File: config.mk
export PLATFORM = sky130hd
export DESIGN_NAME = rtcsa_top
export DESIGN_NICKNAME = d
export VERILOG_FILES = /design/src/inc/rtcsa_pkg.sv /design/src/logic/rtcsa_top.sv /design/src/logic/rtcsa_tick_gen.sv /design/src/logic/rtcsa_calendar.sv
export SDC_FILE = /design/constraint.sdc
export NUM_CORES = 1
export LEC_CHECK = 0
export BUFFER_PORTS_ARGS = -buffer_cell sky130_fd_sc_hd__buf_2
export CAP_MARGIN = 15
export CORE_ASPECT_RATIO = 0.75
export CORE_MARGIN = 5
export CORE_UTILIZATION = 54
export DETAILED_ROUTE_END_ITERATION = 12
export PLACE_DENSITY = 0.78
export SETUP_SLACK_MARGIN = 0.2
export SLEW_MARGIN = 30
export SYNTH_ARGS = -nofsm -noshare
export SYNTH_HDL_FRONTEND = slang
export SYNTH_HIERARCHICAL = 1
export SYNTH_SLANG_ARGS = --single-unit
File: constraint.sdc
create_clock -name mclk -period 6.8 [get_ports mclk]
set_clock_uncertainty 0.2 [all_clocks]
set_input_delay 1.36 -clock mclk [delete_from_list [all_inputs] [get_ports mclk]]
set_output_delay 1.36 -clock mclk [all_outputs]
set_load 0.02 [all_outputs]
File: src/inc/rtcsa_pkg.sv
// Constants, register indexes and calendar helpers for the clock block.
// Assumes a 100 MHz mclk and an APB master with 32-bit data.
// How it works
// - A counting fault sets the count-error flag; writing 0 clears it.
// - While freeze is on, the shadow time copies stop following time.
// - Reading the freeze bit returns whether the shadow is frozen.
// - A read-only countdown gives time to the next second in 1/256 s.
// - Alarm matches when minutes and hours both equal their targets.
// - Clearing write-enable loads the shadow on the next 500 Hz tick.
// - Write-enable reads one until that load has really happened.
// - Year 00 and every year divisible by 4 gives February 29 days.
package rtcsa_pkg;
    // Clock and tick rates
    localparam int CLK_HZ = 100_000_000;
    localparam int SLOW_HZ = 500;
    localparam int SUB_HZ = 256;
    localparam int SLOW_DIV_CYC = CLK_HZ / SLOW_HZ;
    localparam int SUB_DIV_CYC = CLK_HZ / SUB_HZ;
    // Register indexes; byte address is four times the index
    localparam logic [13:0] IDX_TRIM = 14'h2504;
    localparam logic [13:0] IDX_CTRL = 14'h2890;
    localparam logic [13:0] IDX_SUBSEC = 14'h2892;
    localparam logic [13:0] IDX_SEC = 14'h2893;
    localparam logic [13:0] IDX_MIN = 14'h2894;
    localparam logic [13:0] IDX_HR = 14'h2895;
    localparam logic [13:0] IDX_WDAY = 14'h2896;
    localparam logic [13:0] IDX_DATE = 14'h2897;
    localparam logic [13:0] IDX_MON = 14'h2898;
    localparam logic [13:0] IDX_YEAR = 14'h2899;
    localparam logic [13:0] IDX_AMIN = 14'h289E;
    localparam logic [13:0] IDX_AHR = 14'h289F;
    // Control register bit positions
    localparam int CTRL_WR_BIT = 7;
    localparam int CTRL_RD_BIT = 6;
    localparam int CTRL_FAIL_BIT = 4;
    localparam int CTRL_ALARM_BIT = 0;
    // Reset values
    localparam logic [6:0] TRIM_RST = 7'h40;
    localparam logic [7:0] SUB_TOP = 8'hFF;
    localparam logic [2:0] WDAY_FIRST = 3'h1;
    localparam logic [4:0] DATE_FIRST = 5'h01;
    localparam logic [3:0] MON_FIRST = 4'h1;
    // Field limits
    localparam logic [5:0] SEC_MAX = 6'h3B;
    localparam logic [5:0] MIN_MAX = 6'h3B;
    localparam logic [4:0] HR_MAX = 5'h17;
    localparam logic [2:0] WDAY_MAX = 3'h7;
    localparam logic [3:0] MON_MAX = 4'hC;
    localparam logic [7:0] YEAR_MAX = 8'h63;
    localparam logic [3:0] MON_FEB = 4'h2;
    localparam logic [4:0] DAYS_LONG = 5'h1F;
    localparam logic [4:0] DAYS_SHORT = 5'h1E;
    localparam logic [4:0] DAYS_FEB_LEAP = 5'h1D;
    localparam logic [4:0] DAYS_FEB = 5'h1C;

    // Days in a month; any year with low two bits zero is a leap year
    function automatic logic [4:0] days_in_month(input logic [3:0] mon,
                                                 input logic [7:0] year);
        if (mon == MON_FEB)
            return (year[1:0] == 2'b00) ? DAYS_FEB_LEAP : DAYS_FEB;
        else if (mon == 4'h4 || mon == 4'h6 || mon == 4'h9 || mon == 4'hB)
            return DAYS_SHORT;
        else
            return DAYS_LONG;
    endfunction
endpackage

File: src/logic/rtcsa_top.sv
// Clock block top: APB register file, shadow time, alarm and countdown.
// Assumes an APB3 master on mclk; registers sit at four times the index.
`timescale 1ns/1ps
module rtcsa_top #(
    parameter int SLOW_DIV = rtcsa_pkg::SLOW_DIV_CYC,
    parameter int SUB_DIV = rtcsa_pkg::SUB_DIV_CYC
) (
    input wire logic mclk,
    input wire logic rst_b,
    input wire logic psel,
    input wire logic penable,
    input wire logic pwrite,
    input wire logic [15:0] paddr,
    input wire logic [31:0] pwdata,
    output logic [31:0] prdata,
    output logic pready,
    output logic pslverr,
    output logic [6:0] osc_trim,
    output logic alarm_match
);
    // Live counters
    logic [5:0] cal_sec, cal_min;
    logic [4:0] cal_hr, cal_date;
    logic [2:0] cal_wday;
    logic [3:0] cal_mon;
    logic [7:0] cal_year;
    logic cal_fault, slow_tick, sub_tick, sec_tick, load;
    // Control state
    logic wr_q, wr_d, rd_q, rd_d, frz_q, frz_d, pend_q, pend_d;
    logic fail_q, fail_d, alarm_q, alarm_d;
    logic [6:0] trim_q, trim_d;
    logic [5:0] amin_q, amin_d;
    logic [4:0] ahr_q, ahr_d;
    // Shadow copies
    logic [5:0] sh_sec_q, sh_sec_d, sh_min_q, sh_min_d;
    logic [4:0] sh_hr_q, sh_hr_d, sh_date_q, sh_date_d;
    logic [2:0] sh_wday_q, sh_wday_d;
    logic [3:0] sh_mon_q, sh_mon_d;
    logic [7:0] sh_year_q, sh_year_d;
    // Countdown and bus
    logic [7:0] sub_q, sub_d;
    logic [31:0] rdata_q, rdata_d;
    logic [13:0] idx;
    logic wr_acc, tracking;

    // True when the address hits a mapped register word
    function automatic logic reg_hit(input logic [15:0] a);
        logic [13:0] i;
        i = a[15:2];
        return a[1:0] == 2'b00 && (i == rtcsa_pkg::IDX_TRIM
            || i == rtcsa_pkg::IDX_CTRL || i == rtcsa_pkg::IDX_SUBSEC
            || (i >= rtcsa_pkg::IDX_SEC && i <= rtcsa_pkg::IDX_YEAR)
            || i == rtcsa_pkg::IDX_AMIN || i == rtcsa_pkg::IDX_AHR);
    endfunction

    // Slow transfer tick and 1/256 s tick
    rtcsa_tick_gen #(
        .DIV(SLOW_DIV)
    ) u_slow (
        .mclk(mclk),
        .rst_b(rst_b),
        .tick(slow_tick)
    );

    rtcsa_tick_gen #(
        .DIV(SUB_DIV)
    ) u_sub (
        .mclk(mclk),
        .rst_b(rst_b),
        .tick(sub_tick)
    );

    // Shadow is loaded into the counters on the slow tick after clearing
    assign load = slow_tick && pend_q;
    assign sec_tick = sub_tick && sub_q == 8'h00 && !load;

    rtcsa_calendar u_cal (
        .mclk(mclk),
        .rst_b(rst_b),
        .sec_tick(sec_tick),
        .load(load),
        .ld_sec(sh_sec_q),
        .ld_min(sh_min_q),
        .ld_hr(sh_hr_q),
        .ld_wday(sh_wday_q),
        .ld_date(sh_date_q),
        .ld_mon(sh_mon_q),
        .ld_year(sh_year_q),
        .sec_q(cal_sec),
        .min_q(cal_min),
        .hr_q(cal_hr),
        .wday_q(cal_wday),
        .date_q(cal_date),
        .mon_q(cal_mon),
        .year_q(cal_year),
        .fault_q(cal_fault)
    );

    // Bus decode; zero wait states
    assign idx = paddr[15:2];
    assign wr_acc = psel && penable && pwrite && reg_hit(paddr);
    assign pready = 1'b1;
    assign pslverr = psel && penable && !reg_hit(paddr);
    assign prdata = rdata_q;
    assign osc_trim = trim_q;
    assign alarm_match = alarm_q;

    // Control next state: flags, freeze, transfer, trim and alarm targets
    always_comb
    begin
        {wr_d, rd_d, pend_d, fail_d} = {wr_q, rd_q, pend_q, fail_q};
        {trim_d, amin_d, ahr_d} = {trim_q, amin_q, ahr_q};
        frz_d = rd_q;
        alarm_d = cal_min == amin_q && cal_hr == ahr_q;
        if (load)
            pend_d = 1'b0;
        if (wr_acc && idx == rtcsa_pkg::IDX_CTRL)
        begin
            wr_d = pwdata[rtcsa_pkg::CTRL_WR_BIT];
            rd_d = pwdata[rtcsa_pkg::CTRL_RD_BIT];
            if (wr_q && !pwdata[rtcsa_pkg::CTRL_WR_BIT])
                pend_d = 1'b1;
            if (!pwdata[rtcsa_pkg::CTRL_FAIL_BIT])
                fail_d = 1'b0;
        end
        if (wr_acc && idx == rtcsa_pkg::IDX_TRIM)
            trim_d = pwdata[6:0];
        if (wr_acc && idx == rtcsa_pkg::IDX_AMIN)
            amin_d = pwdata[5:0];
        if (wr_acc && idx == rtcsa_pkg::IDX_AHR)
            ahr_d = pwdata[4:0];
        if (cal_fault)
            fail_d = 1'b1;
    end

    always_ff @(posedge mclk or negedge rst_b)
    begin
        if (!rst_b)
        begin
            {wr_q, rd_q, frz_q, pend_q, fail_q, alarm_q} <= '0;
            trim_q <= rtcsa_pkg::TRIM_RST;
            amin_q <= 6'h00;
            ahr_q <= 5'h00;
        end
        else
        begin
            {wr_q, rd_q, frz_q, pend_q} <= {wr_d, rd_d, frz_d, pend_d};
            {fail_q, alarm_q} <= {fail_d, alarm_d};
            {trim_q, amin_q, ahr_q} <= {trim_d, amin_d, ahr_d};
        end
    end

    // Shadow follows the counters unless frozen or being written
    assign tracking = !frz_q && !rd_q && !wr_q && !pend_q;
    always_comb
    begin
        {sh_sec_d, sh_min_d, sh_hr_d} = {sh_sec_q, sh_min_q, sh_hr_q};
        {sh_wday_d, sh_date_d} = {sh_wday_q, sh_date_q};
        {sh_mon_d, sh_year_d} = {sh_mon_q, sh_year_q};
        if (tracking)
        begin
            {sh_sec_d, sh_min_d, sh_hr_d} = {cal_sec, cal_min, cal_hr};
            {sh_wday_d, sh_date_d} = {cal_wday, cal_date};
            {sh_mon_d, sh_year_d} = {cal_mon, cal_year};
        end
        else if (wr_acc && wr_q)
        begin
            unique case (idx)
                rtcsa_pkg::IDX_SEC: sh_sec_d = pwdata[5:0];
                rtcsa_pkg::IDX_MIN: sh_min_d = pwdata[5:0];
                rtcsa_pkg::IDX_HR: sh_hr_d = pwdata[4:0];
                rtcsa_pkg::IDX_WDAY: sh_wday_d = pwdata[2:0];
                rtcsa_pkg::IDX_DATE: sh_date_d = pwdata[4:0];
                rtcsa_pkg::IDX_MON: sh_mon_d = pwdata[3:0];
                rtcsa_pkg::IDX_YEAR: sh_year_d = pwdata[7:0];
                default: sh_sec_d = sh_sec_q;
            endcase
        end
    end

    always_ff @(posedge mclk or negedge rst_b)
    begin
        if (!rst_b)
        begin
            {sh_sec_q, sh_min_q, sh_hr_q} <= '0;
            sh_wday_q <= rtcsa_pkg::WDAY_FIRST;
            sh_date_q <= rtcsa_pkg::DATE_FIRST;
            sh_mon_q <= rtcsa_pkg::MON_FIRST;
            sh_year_q <= 8'h00;
        end
        else
        begin
            {sh_sec_q, sh_min_q, sh_hr_q} <= {sh_sec_d, sh_min_d, sh_hr_d};
            {sh_wday_q, sh_date_q} <= {sh_wday_d, sh_date_d};
            {sh_mon_q, sh_year_q} <= {sh_mon_d, sh_year_d};
        end
    end

    // Sub-second countdown, restarted when a new time is loaded
    always_comb
    begin
        sub_d = sub_q;
        if (load)
            sub_d = rtcsa_pkg::SUB_TOP;
        else if (sub_tick)
            sub_d = sub_q - 8'h01;
    end

    always_ff @(posedge mclk or negedge rst_b)
    begin
        if (!rst_b)
            sub_q <= rtcsa_pkg::SUB_TOP;
        else
            sub_q <= sub_d;
    end

    // Read data captured in the setup cycle
    always_comb
    begin
        rdata_d = rdata_q;
        if (psel && !penable && !pwrite)
        begin
            rdata_d = 32'h00000000;
            if (paddr[1:0] == 2'b00)
            begin
                unique case (idx)
                    rtcsa_pkg::IDX_TRIM: rdata_d = 32'(trim_q);
                    rtcsa_pkg::IDX_CTRL:
                    begin
                        rdata_d[rtcsa_pkg::CTRL_WR_BIT] = wr_q || pend_q;
                        rdata_d[rtcsa_pkg::CTRL_RD_BIT] = frz_q;
                        rdata_d[rtcsa_pkg::CTRL_FAIL_BIT] = fail_q;
                        rdata_d[rtcsa_pkg::CTRL_ALARM_BIT] = alarm_q;
                    end
                    rtcsa_pkg::IDX_SUBSEC: rdata_d = 32'(sub_q);
                    rtcsa_pkg::IDX_SEC: rdata_d = 32'(sh_sec_q);
                    rtcsa_pkg::IDX_MIN: rdata_d = 32'(sh_min_q);
                    rtcsa_pkg::IDX_HR: rdata_d = 32'(sh_hr_q);
                    rtcsa_pkg::IDX_WDAY: rdata_d = 32'(sh_wday_q);
                    rtcsa_pkg::IDX_DATE: rdata_d = 32'(sh_date_q);
                    rtcsa_pkg::IDX_MON: rdata_d = 32'(sh_mon_q);
                    rtcsa_pkg::IDX_YEAR: rdata_d = 32'(sh_year_q);
                    rtcsa_pkg::IDX_AMIN: rdata_d = 32'(amin_q);
                    rtcsa_pkg::IDX_AHR: rdata_d = 32'(ahr_q);
                    default: rdata_d = 32'h00000000;
                endcase
            end
        end
    end

    always_ff @(posedge mclk or negedge rst_b)
    begin
        if (!rst_b)
            rdata_q <= 32'h00000000;
        else
            rdata_q <= rdata_d;
    end

    // Checks
    fail_set_a: assert property (
        @(posedge mclk) disable iff (!rst_b)
        cal_fault |=> fail_q)
        else $error("count fault did not set the error flag");

    fail_clear_a: assert property (
        @(posedge mclk) disable iff (!rst_b)
        (wr_acc && idx == rtcsa_pkg::IDX_CTRL
         && !pwdata[rtcsa_pkg::CTRL_FAIL_BIT] && !cal_fault) |=> !fail_q)
        else $error("writing zero did not clear the error flag");

    freeze_hold_a: assert property (
        @(posedge mclk) disable iff (!rst_b)
        (frz_q && rd_q) |=> ($stable(sh_sec_q) && $stable(sh_min_q)
                              && $stable(sh_hr_q)) || wr_q)
        else $error("shadow changed while frozen");

    rd_status_a: assert property (
        @(posedge mclk) disable iff (!rst_b)
        (psel && !penable && !pwrite && paddr[1:0] == 2'b00
         && idx == rtcsa_pkg::IDX_CTRL)
        |=> prdata[rtcsa_pkg::CTRL_RD_BIT] == $past(frz_q))
        else $error("freeze readback is not the shadow state");

    subsec_count_a: assert property (
        @(posedge mclk) disable iff (!rst_b)
        (sub_tick && !load) |=> sub_q == $past(sub_q) - 8'h01)
        else $error("sub-second countdown did not step");

    alarm_match_a: assert property (
        @(posedge mclk) disable iff (!rst_b)
        (cal_min == amin_q && cal_hr == ahr_q) |=> alarm_match)
        else $error("alarm missed a minute and hour match");

    xfer_load_a: assert property (
        @(posedge mclk) disable iff (!rst_b)
        load |=> (cal_sec == $past(sh_sec_q) && cal_year == $past(sh_year_q)
                  && !pend_q))
        else $error("shadow was not loaded on the slow tick");

    wr_busy_a: assert property (
        @(posedge mclk) disable iff (!rst_b)
        (pend_q && psel && !penable && !pwrite && paddr[1:0] == 2'b00
         && idx == rtcsa_pkg::IDX_CTRL) |=> prdata[rtcsa_pkg::CTRL_WR_BIT])
        else $error("write enable read zero before the load");
endmodule

File: src/logic/rtcsa_tick_gen.sv
// Divider producing a one-cycle enable pulse every DIV mclk cycles.
// Assumes DIV is at least 2 and below 2**20.
`timescale 1ns/1ps
module rtcsa_tick_gen #(
    parameter int DIV = 200000
) (
    input wire logic mclk,
    input wire logic rst_b,
    output logic tick
);
    logic [19:0] cnt_q;
    logic [19:0] cnt_d;

    // Count down and reload at zero
    always_comb
    begin
        if (cnt_q == 20'h00000)
            cnt_d = 20'(DIV - 1);
        else
            cnt_d = cnt_q - 20'h00001;
    end

    always_ff @(posedge mclk or negedge rst_b)
    begin
        if (!rst_b)
            cnt_q <= 20'h00000;
        else
            cnt_q <= cnt_d;
    end

    assign tick = (cnt_q == 20'h00000);
endmodule

File: src/logic/rtcsa_calendar.sv
// Live calendar counters: advance once a second, load from the shadow.
// Assumes sec_tick and load are one-cycle pulses on mclk.
`timescale 1ns/1ps
module rtcsa_calendar (
    input wire logic mclk,
    input wire logic rst_b,
    input wire logic sec_tick,
    input wire logic load,
    input wire logic [5:0] ld_sec,
    input wire logic [5:0] ld_min,
    input wire logic [4:0] ld_hr,
    input wire logic [2:0] ld_wday,
    input wire logic [4:0] ld_date,
    input wire logic [3:0] ld_mon,
    input wire logic [7:0] ld_year,
    output logic [5:0] sec_q,
    output logic [5:0] min_q,
    output logic [4:0] hr_q,
    output logic [2:0] wday_q,
    output logic [4:0] date_q,
    output logic [3:0] mon_q,
    output logic [7:0] year_q,
    output logic fault_q
);
    logic [5:0] sec_d, min_d;
    logic [4:0] hr_d, date_d, dim;
    logic [2:0] wday_d;
    logic [3:0] mon_d;
    logic [7:0] year_d;
    logic fault_d, bad;

    // Next time: load wins, else carry chain on each second
    always_comb
    begin
        {sec_d, min_d, hr_d} = {sec_q, min_q, hr_q};
        {wday_d, date_d, mon_d, year_d} = {wday_q, date_q, mon_q, year_q};
        dim = rtcsa_pkg::days_in_month(mon_q, year_q);
        bad = sec_q > rtcsa_pkg::SEC_MAX || min_q > rtcsa_pkg::MIN_MAX
            || hr_q > rtcsa_pkg::HR_MAX || wday_q == 3'h0
            || date_q == 5'h00 || date_q > dim || mon_q == 4'h0
            || mon_q > rtcsa_pkg::MON_MAX || year_q > rtcsa_pkg::YEAR_MAX;
        fault_d = sec_tick && !load && bad;
        if (load)
        begin
            {sec_d, min_d, hr_d} = {ld_sec, ld_min, ld_hr};
            {wday_d, date_d, mon_d, year_d} = {ld_wday, ld_date, ld_mon,
                                               ld_year};
        end
        else if (sec_tick)
        begin
            if (sec_q < rtcsa_pkg::SEC_MAX)
                sec_d = sec_q + 6'h01;
            else
            begin
                sec_d = 6'h00;
                if (min_q < rtcsa_pkg::MIN_MAX)
                    min_d = min_q + 6'h01;
                else
                begin
                    min_d = 6'h00;
                    if (hr_q < rtcsa_pkg::HR_MAX)
                        hr_d = hr_q + 5'h01;
                    else
                    begin
                        hr_d = 5'h00;
                        wday_d = (wday_q >= rtcsa_pkg::WDAY_MAX
                                  || wday_q == 3'h0)
                                 ? rtcsa_pkg::WDAY_FIRST : wday_q + 3'h1;
                        if (date_q < dim)
                            date_d = date_q + 5'h01;
                        else
                        begin
                            date_d = rtcsa_pkg::DATE_FIRST;
                            if (mon_q < rtcsa_pkg::MON_MAX)
                                mon_d = mon_q + 4'h1;
                            else
                            begin
                                mon_d = rtcsa_pkg::MON_FIRST;
                                year_d = (year_q < rtcsa_pkg::YEAR_MAX)
                                         ? year_q + 8'h01 : 8'h00;
                            end
                        end
                    end
                end
            end
        end
    end

    always_ff @(posedge mclk or negedge rst_b)
    begin
        if (!rst_b)
        begin
            {sec_q, min_q, hr_q} <= '0;
            wday_q <= rtcsa_pkg::WDAY_FIRST;
            date_q <= rtcsa_pkg::DATE_FIRST;
            mon_q <= rtcsa_pkg::MON_FIRST;
            year_q <= 8'h00;
            fault_q <= 1'b0;
        end
        else
        begin
            {sec_q, min_q, hr_q} <= {sec_d, min_d, hr_d};
            {wday_q, date_q, mon_q, year_q} <= {wday_d, date_d, mon_d, year_d};
            fault_q <= fault_d;
        end
    end

    // Leap February rolls from 28 to 29 at midnight
    leap_day_a: assert property (
        @(posedge mclk) disable iff (!rst_b)
        (sec_tick && !load && mon_q == rtcsa_pkg::MON_FEB
         && date_q == rtcsa_pkg::DAYS_FEB && year_q[1:0] == 2'b00
         && sec_q == rtcsa_pkg::SEC_MAX && min_q == rtcsa_pkg::MIN_MAX
         && hr_q == rtcsa_pkg::HR_MAX)
        |=> (date_q == rtcsa_pkg::DAYS_FEB_LEAP
             && mon_q == rtcsa_pkg::MON_FEB))
        else $error("leap February did not reach day 29");

    // Seconds wrap at 59 and carry into minutes
    sec_wrap_a: assert property (
        @(posedge mclk) disable iff (!rst_b)
        (sec_tick && !load && sec_q == rtcsa_pkg::SEC_MAX
         && min_q < rtcsa_pkg::MIN_MAX)
        |=> (sec_q == 6'h00 && min_q == $past(min_q) + 6'h01))
        else $error("seconds did not wrap into minutes");
endmodule

# Word-level counts from Yosys, hierarchy flattened
# Cells that the tools add are included.
# classes
eq_ne,25
n_bitwise,0
shift,0
magnitude_cmp,15
reduce_logical,82
n_mul,0
n_mux,79
div,0
addsub,10
# op_table
op,n
"14-bit equality test, second input constant",12
8-bit 2-to-1 mux,14
5-bit 2-to-1 mux,18
6-bit 2-to-1 mux,13
20-bit zero test,2
20-bit 2-to-1 mux,2
4-bit 2-to-1 mux,10
"20-bit by 1-bit subtractor with 20-bit output, second input constant",2
3-bit case mux with 11 select lines,1
3-bit 2-to-1 mux,9
1-bit logical AND,23
2-bit nonzero test,11
1-bit logical OR,18
2-bit AND reduction,9
"14-bit greater-or-equal comparator, second input constant",1
"14-bit less-or-equal comparator, second input constant",1
"6-bit by 1-bit adder with 6-bit output, second input constant",2
"6-bit greater-than comparator, second input constant",2
"6-bit < comparator, second input constant",2
"2-bit by 1-bit inequality test with 1-bit output, second input constant",6
1-bit case mux with 12 select lines,1
"5-bit by 1-bit adder with 5-bit output, second input constant",2
1-bit case mux with 10 select lines,1
1-bit zero test,9
other kinds (30),40
# totals
regBits,179
romBits,0
in_bits,53
mem_bits_rw,0
out_inout_bits,42
n_memories,0
latchBits,0
elab_cells,239

# Logic depth before layout (Yosys ltp)
# depth
word_depth,13
ltp_mapped,15
ltp_nobuf,14

# Hierarchy
# The synthesis kept the hierarchy.
# modules_own_cells
module,n_inst,cells_each,area_per_inst_um2,seq_area_each_um2
rtcsa_top,1,491,4633.2,1941.9
rtcsa_calendar,1,308,2642.5,954.7
rtcsa_tick_gen at u_slow,1,108,1041.0,500.5
rtcsa_tick_gen at u_sub,1,99,1007.2,500.5

# Worst setup path before layout
# OpenSTA, ideal clock, no wires.
# synth_timing
kind,input -> output
startpoint,input port paddr[3]
endpoint,output port pslverr
required_time_ns,5.240
n_path_buf,3
arrival_ns,2.863
path_slack_ns,2.377
cell_stages,7
cell_sequence,clkbuf_8 clkbuf_1 clkbuf_1 o311ai_0 a21oi_1 a2111oi_0 nor2_1
# synth_via
elab_chain_cells,9
word_cells_on_any_way,16
classes_between,order compare (2); eq/ne (5); reduce/logical (9)
# synth_lines
item,line_no,rtl
start: declaration,rtcsa_top.sv:13,"input wire logic [15:0] paddr,"
"parallel branches: the longest is 5 deep, another holds 14-bit greater-or-equal comparator",n/a,
1-bit logical OR (*),rtcsa_top.sv:53,|| i == rtcsa_pkg::IDX_AMIN || i == rtcsa_pkg::IDX_AHR);
1-bit logical AND (*),rtcsa_top.sv:50,return a[1:0] == 2'b00 && (i == rtcsa_pkg::IDX_TRIM
1-bit zero test (*),rtcsa_top.sv:103,assign pslverr = psel && penable && !reg_hit(paddr);
1-bit logical AND (*),rtcsa_top.sv:103,
end: declaration,rtcsa_top.sv:17,"output logic pslverr,"
# Every way passes the cells marked *.

# Final worst setup path
# layout_timing
startpoint,register u_sub.cnt_q[2]
endpoint,register u_cal.year_q[6]
# layout_via
elab_chain_cells,5
# layout_lines
item,line_no,rtl
start: declaration,rtcsa_tick_gen.sv:11,logic [19:0] cnt_q;
start signal: assignment,rtcsa_tick_gen.sv:28,cnt_q <= cnt_d;
20-bit zero test,rtcsa_tick_gen.sv:31,assign tick = (cnt_q == 20'h00000);
named net sub_tick,rtcsa_top.sv:27,"logic cal_fault, slow_tick, sub_tick, sec_tick, load;"
1-bit logical AND (2 in series),rtcsa_top.sv:75,assign sec_tick = sub_tick && sub_q == 8'h00 && !load;
named net sec_tick,rtcsa_top.sv:27,
2-bit nonzero test (no source line),n/a,
6-bit AND reduction (no source line),n/a,
end signal: assignment,rtcsa_calendar.sv:103,"{wday_q, date_q, mon_q, year_q} <= {wday_d, date_d, mon_d, year_d};"
end: declaration,rtcsa_calendar.sv:22,"output logic [7:0] year_q,"
# The timed path passes the listed nets, and every way through them passes these cells.
# A chain may end at the register's enable or synchronous reset.

==> results.toml <==
[status]
status = "finished clean"

[flow_run]
drv_cap = 0

[timing]
slew_violations = 0
fmax_ghz = 0.2015
hold_ws_ns = 0.2315
hold_violations = 0
period_share = 0.7296
relSlewSlack = 0.4609
tns_ns = 0
layout_min_cycle_time_ns = 4.962
setup_viol = 0
rsz0062_at_grt = "false"
worstMarginPinSlew_ns = 0.8086

[global_routing]
overflow = 0
use_met1 = 0.3539
grt_pass1_vias = 7330
grt_use_met3 = 0.09064
track_usage = 0.2471
antenna_found_initial = 0
grt_first_pass_wirelength_um = 38940
grt_max_degree = 100
top_usage_layer = "met2"
grt_use_met2 = 0.3583

[power_and_ir_drop]
p_per_area_nw_per_um2 = 196.8
ir_worst_vdd_mv = 0.1384
power_leakage_uw = 0.004398

[floorplan]
initial_core_util = 0.5525
rows = 41
io_pins = 95
die_area_um2 = 20020
die_w_um = 161.7
core_um2 = 16880
die_y_um = 123.8

[place]
io_buffers = 45
dpl.cell_count = 1222
gp_congestion = 0.8810
post_dp_cell_area_um2 = 9534
hpwl_um = 17010

[critical_path]
crit_type = "flop to flop"
crit_fanout = 14
cp.required_ns = 6.89
endpoint_kind = "flop"
start_kind = "flop"
cp.arrival_ns = 5.05

[final_layout]
multi_input_area_um2 = 4960
n_antenna_cell = 0
n_fill_cell = 1372
stdcell_count = 1254
fin_area_um2 = 10150
regArea_um2 = 3897
final_common_cell = "dfrtp_1"
area_growth_pct = 8.830
nNetsFinal = 1100
layout_common_cells = "dfrtp_1 (140), nand2_1 (114), nor2_1 (78)"
drive_above_1_share = 0.1588

[clocking]
clock_latency_ns = 0.43
clk_pin_slew_ns = 0.06
clk_path_buf_depth = 2
postCtsResizedCells = 0
numCtsBuffers = 17
postCtsSetupBuffers = 0
h-tree-depth = 4
cts_tree = "built"
ctsHoldBuffers = 0
cts_sinks = 155
clockRootBuffer = "clkbuf_16"

[yosys]
synthTopCellsByArea = "dfrtp_1 (38%), nand2_1 (4.6%), mux2i_1 (4.3%)"
synth_top_area_share = 0.3757
syn_inst = 1006
netlist.top_cell.by_area = "dfrtp_1"
yosys_warnings = 6
ys_seq_elements = 155
postSynthAreaPerCell_um2 = 9.268
ys.flop_type = "dfrtp_1"
synth_cell_type_count = 93
postSynth.asyncResetShare = 1.000
netlist_area_um2 = 9324
synth-edff-count = 0
seq_area_frac_synth = 0.4180

[route]
ant_nets = 0
drt-initial-drc-count = 861
vias = 7851
first_pass_iters = 6
drc = 0
wl_per_cell_um = 19.57
routed_wl_um = 24540
vias_per_cell = 6.261

[min_path]
hold_path_class = "flop to flop"
## flip-flops by register name, indices dropped and copies added (netlist names), 7 cells and up
signal	cells
prdata	8
osc_trim	7
u_slow/cnt_q	20
sh_year_q	8
u_sub/cnt_q	20
sub_q	8
u_cal/year_q	8
## path summary, 6_finish.rpt
check / from / endpoint / slack (ns) / cells past startpoint
max: u_sub/cnt_q[2] / u_cal/year_q[6] / 1.84 / 14
min reg2reg: u_cal/fault_q / fail_q / 0.23 / 1
min: u_cal/fault_q / fail_q / 0.23 / 1
max reg2reg: u_sub/cnt_q[2] / u_cal/year_q[6] / 1.84 / 14
max in group asynchronous: rst_b / osc_trim[4] / 4.39 / 2
min in group asynchronous: rst_b / sh_hr_q[0] / 0.81 / 1
## worst max-delay path, cell delays in order (launching register included)
cell	delay, ns
dfrtp_1	0.46
nor4_2	0.61
and4_1	0.27
nand4_1	0.46
inv_2	0.44
nand2_1	0.17
nor2_1	0.12
nand2_1	0.11
nor4_2	0.16
buf_4	0.25
inv_1	0.17
nor3_2	0.43
nand3_1	0.34
o311ai_0	0.47
o21ai_0	0.15
## Yosys cell counts, types with 5 or more instances
cell and instances:
or4_1 9, o21ai_0 61, o211ai_1 5, xor2_1 15, xnor2_1 22, buf_4 29
mux2i_1 40, or3_1 8, nor4_1 15, nor2b_1 7, nand2b_1 9, o31ai_1 11
nor2_1 78, and3_1 10, nand2_1 114, dfstp_2 15, a22oi_1 13, clkbuf_1 31
a221oi_1 5, mux2_2 20, nand3_1 36, a21oi_1 62, o21ai_2 7, a22o_1 11
inv_1 34, ha_1 21, a31oi_1 15, dfrtp_1 140, nor3_1 25, buf_2 5
nor3b_1 7, nand4_1 9
## power by group
group          internal (µW)  total [µW]  switching, µW  leakage (µW)
registers                923         923         0.0477       0.00166
clock network            589         986            397      0.000282
logic                   18.7        87.8           69.1       0.00246
total                   1530        2000            466       0.00440
## layer usage
| layer | part of all wire | wire length, µm |
|---|---|---|
| met5 | 0 | 0 |
| met4 | 0.015 | 369 |
| met3 | 0.11 | 2711 |
| met2 | 0.43 | 10450 |
| met1 | 0.45 | 11020 |
## cell type report
cell class	instances	area share
clock buffer	19	0.04365
inverter	35	0.01295
timing repair buffer	51	0.02750
tap	215	0.02651
multi-input combinational	766	0.4888
sequential	155	0.3841
clock inverter	13	0.01652
## cell families after synthesis
| group | Yosys count | synth area share |
|---|---|---|
| xor+xnor | 37 | 0.03476 |
| simple gates | 375 | 0.2105 |
| buf+inv | 108 | 0.06065 |
| fa+ha+maj | 21 | 0.02818 |
| mux | 60 | 0.06710 |
| other cells | 2 | 0.0008055 |
| flops | 155 | 0.4180 |
| compound gates | 248 | 0.1800 |
## through the flow
step	setup WS, ns	total power (µW)	utilization
floorplan	2.377	995.9	-
global placement	2.035	1026	0.5649
detailed placement	2.070	1026	0.5649
CTS	2.047	2007	0.6011
global route	1.558	2061	0.6012
finish	1.838	1997	0.6012
Note: power is estimated with default switching activity, not from simulation.
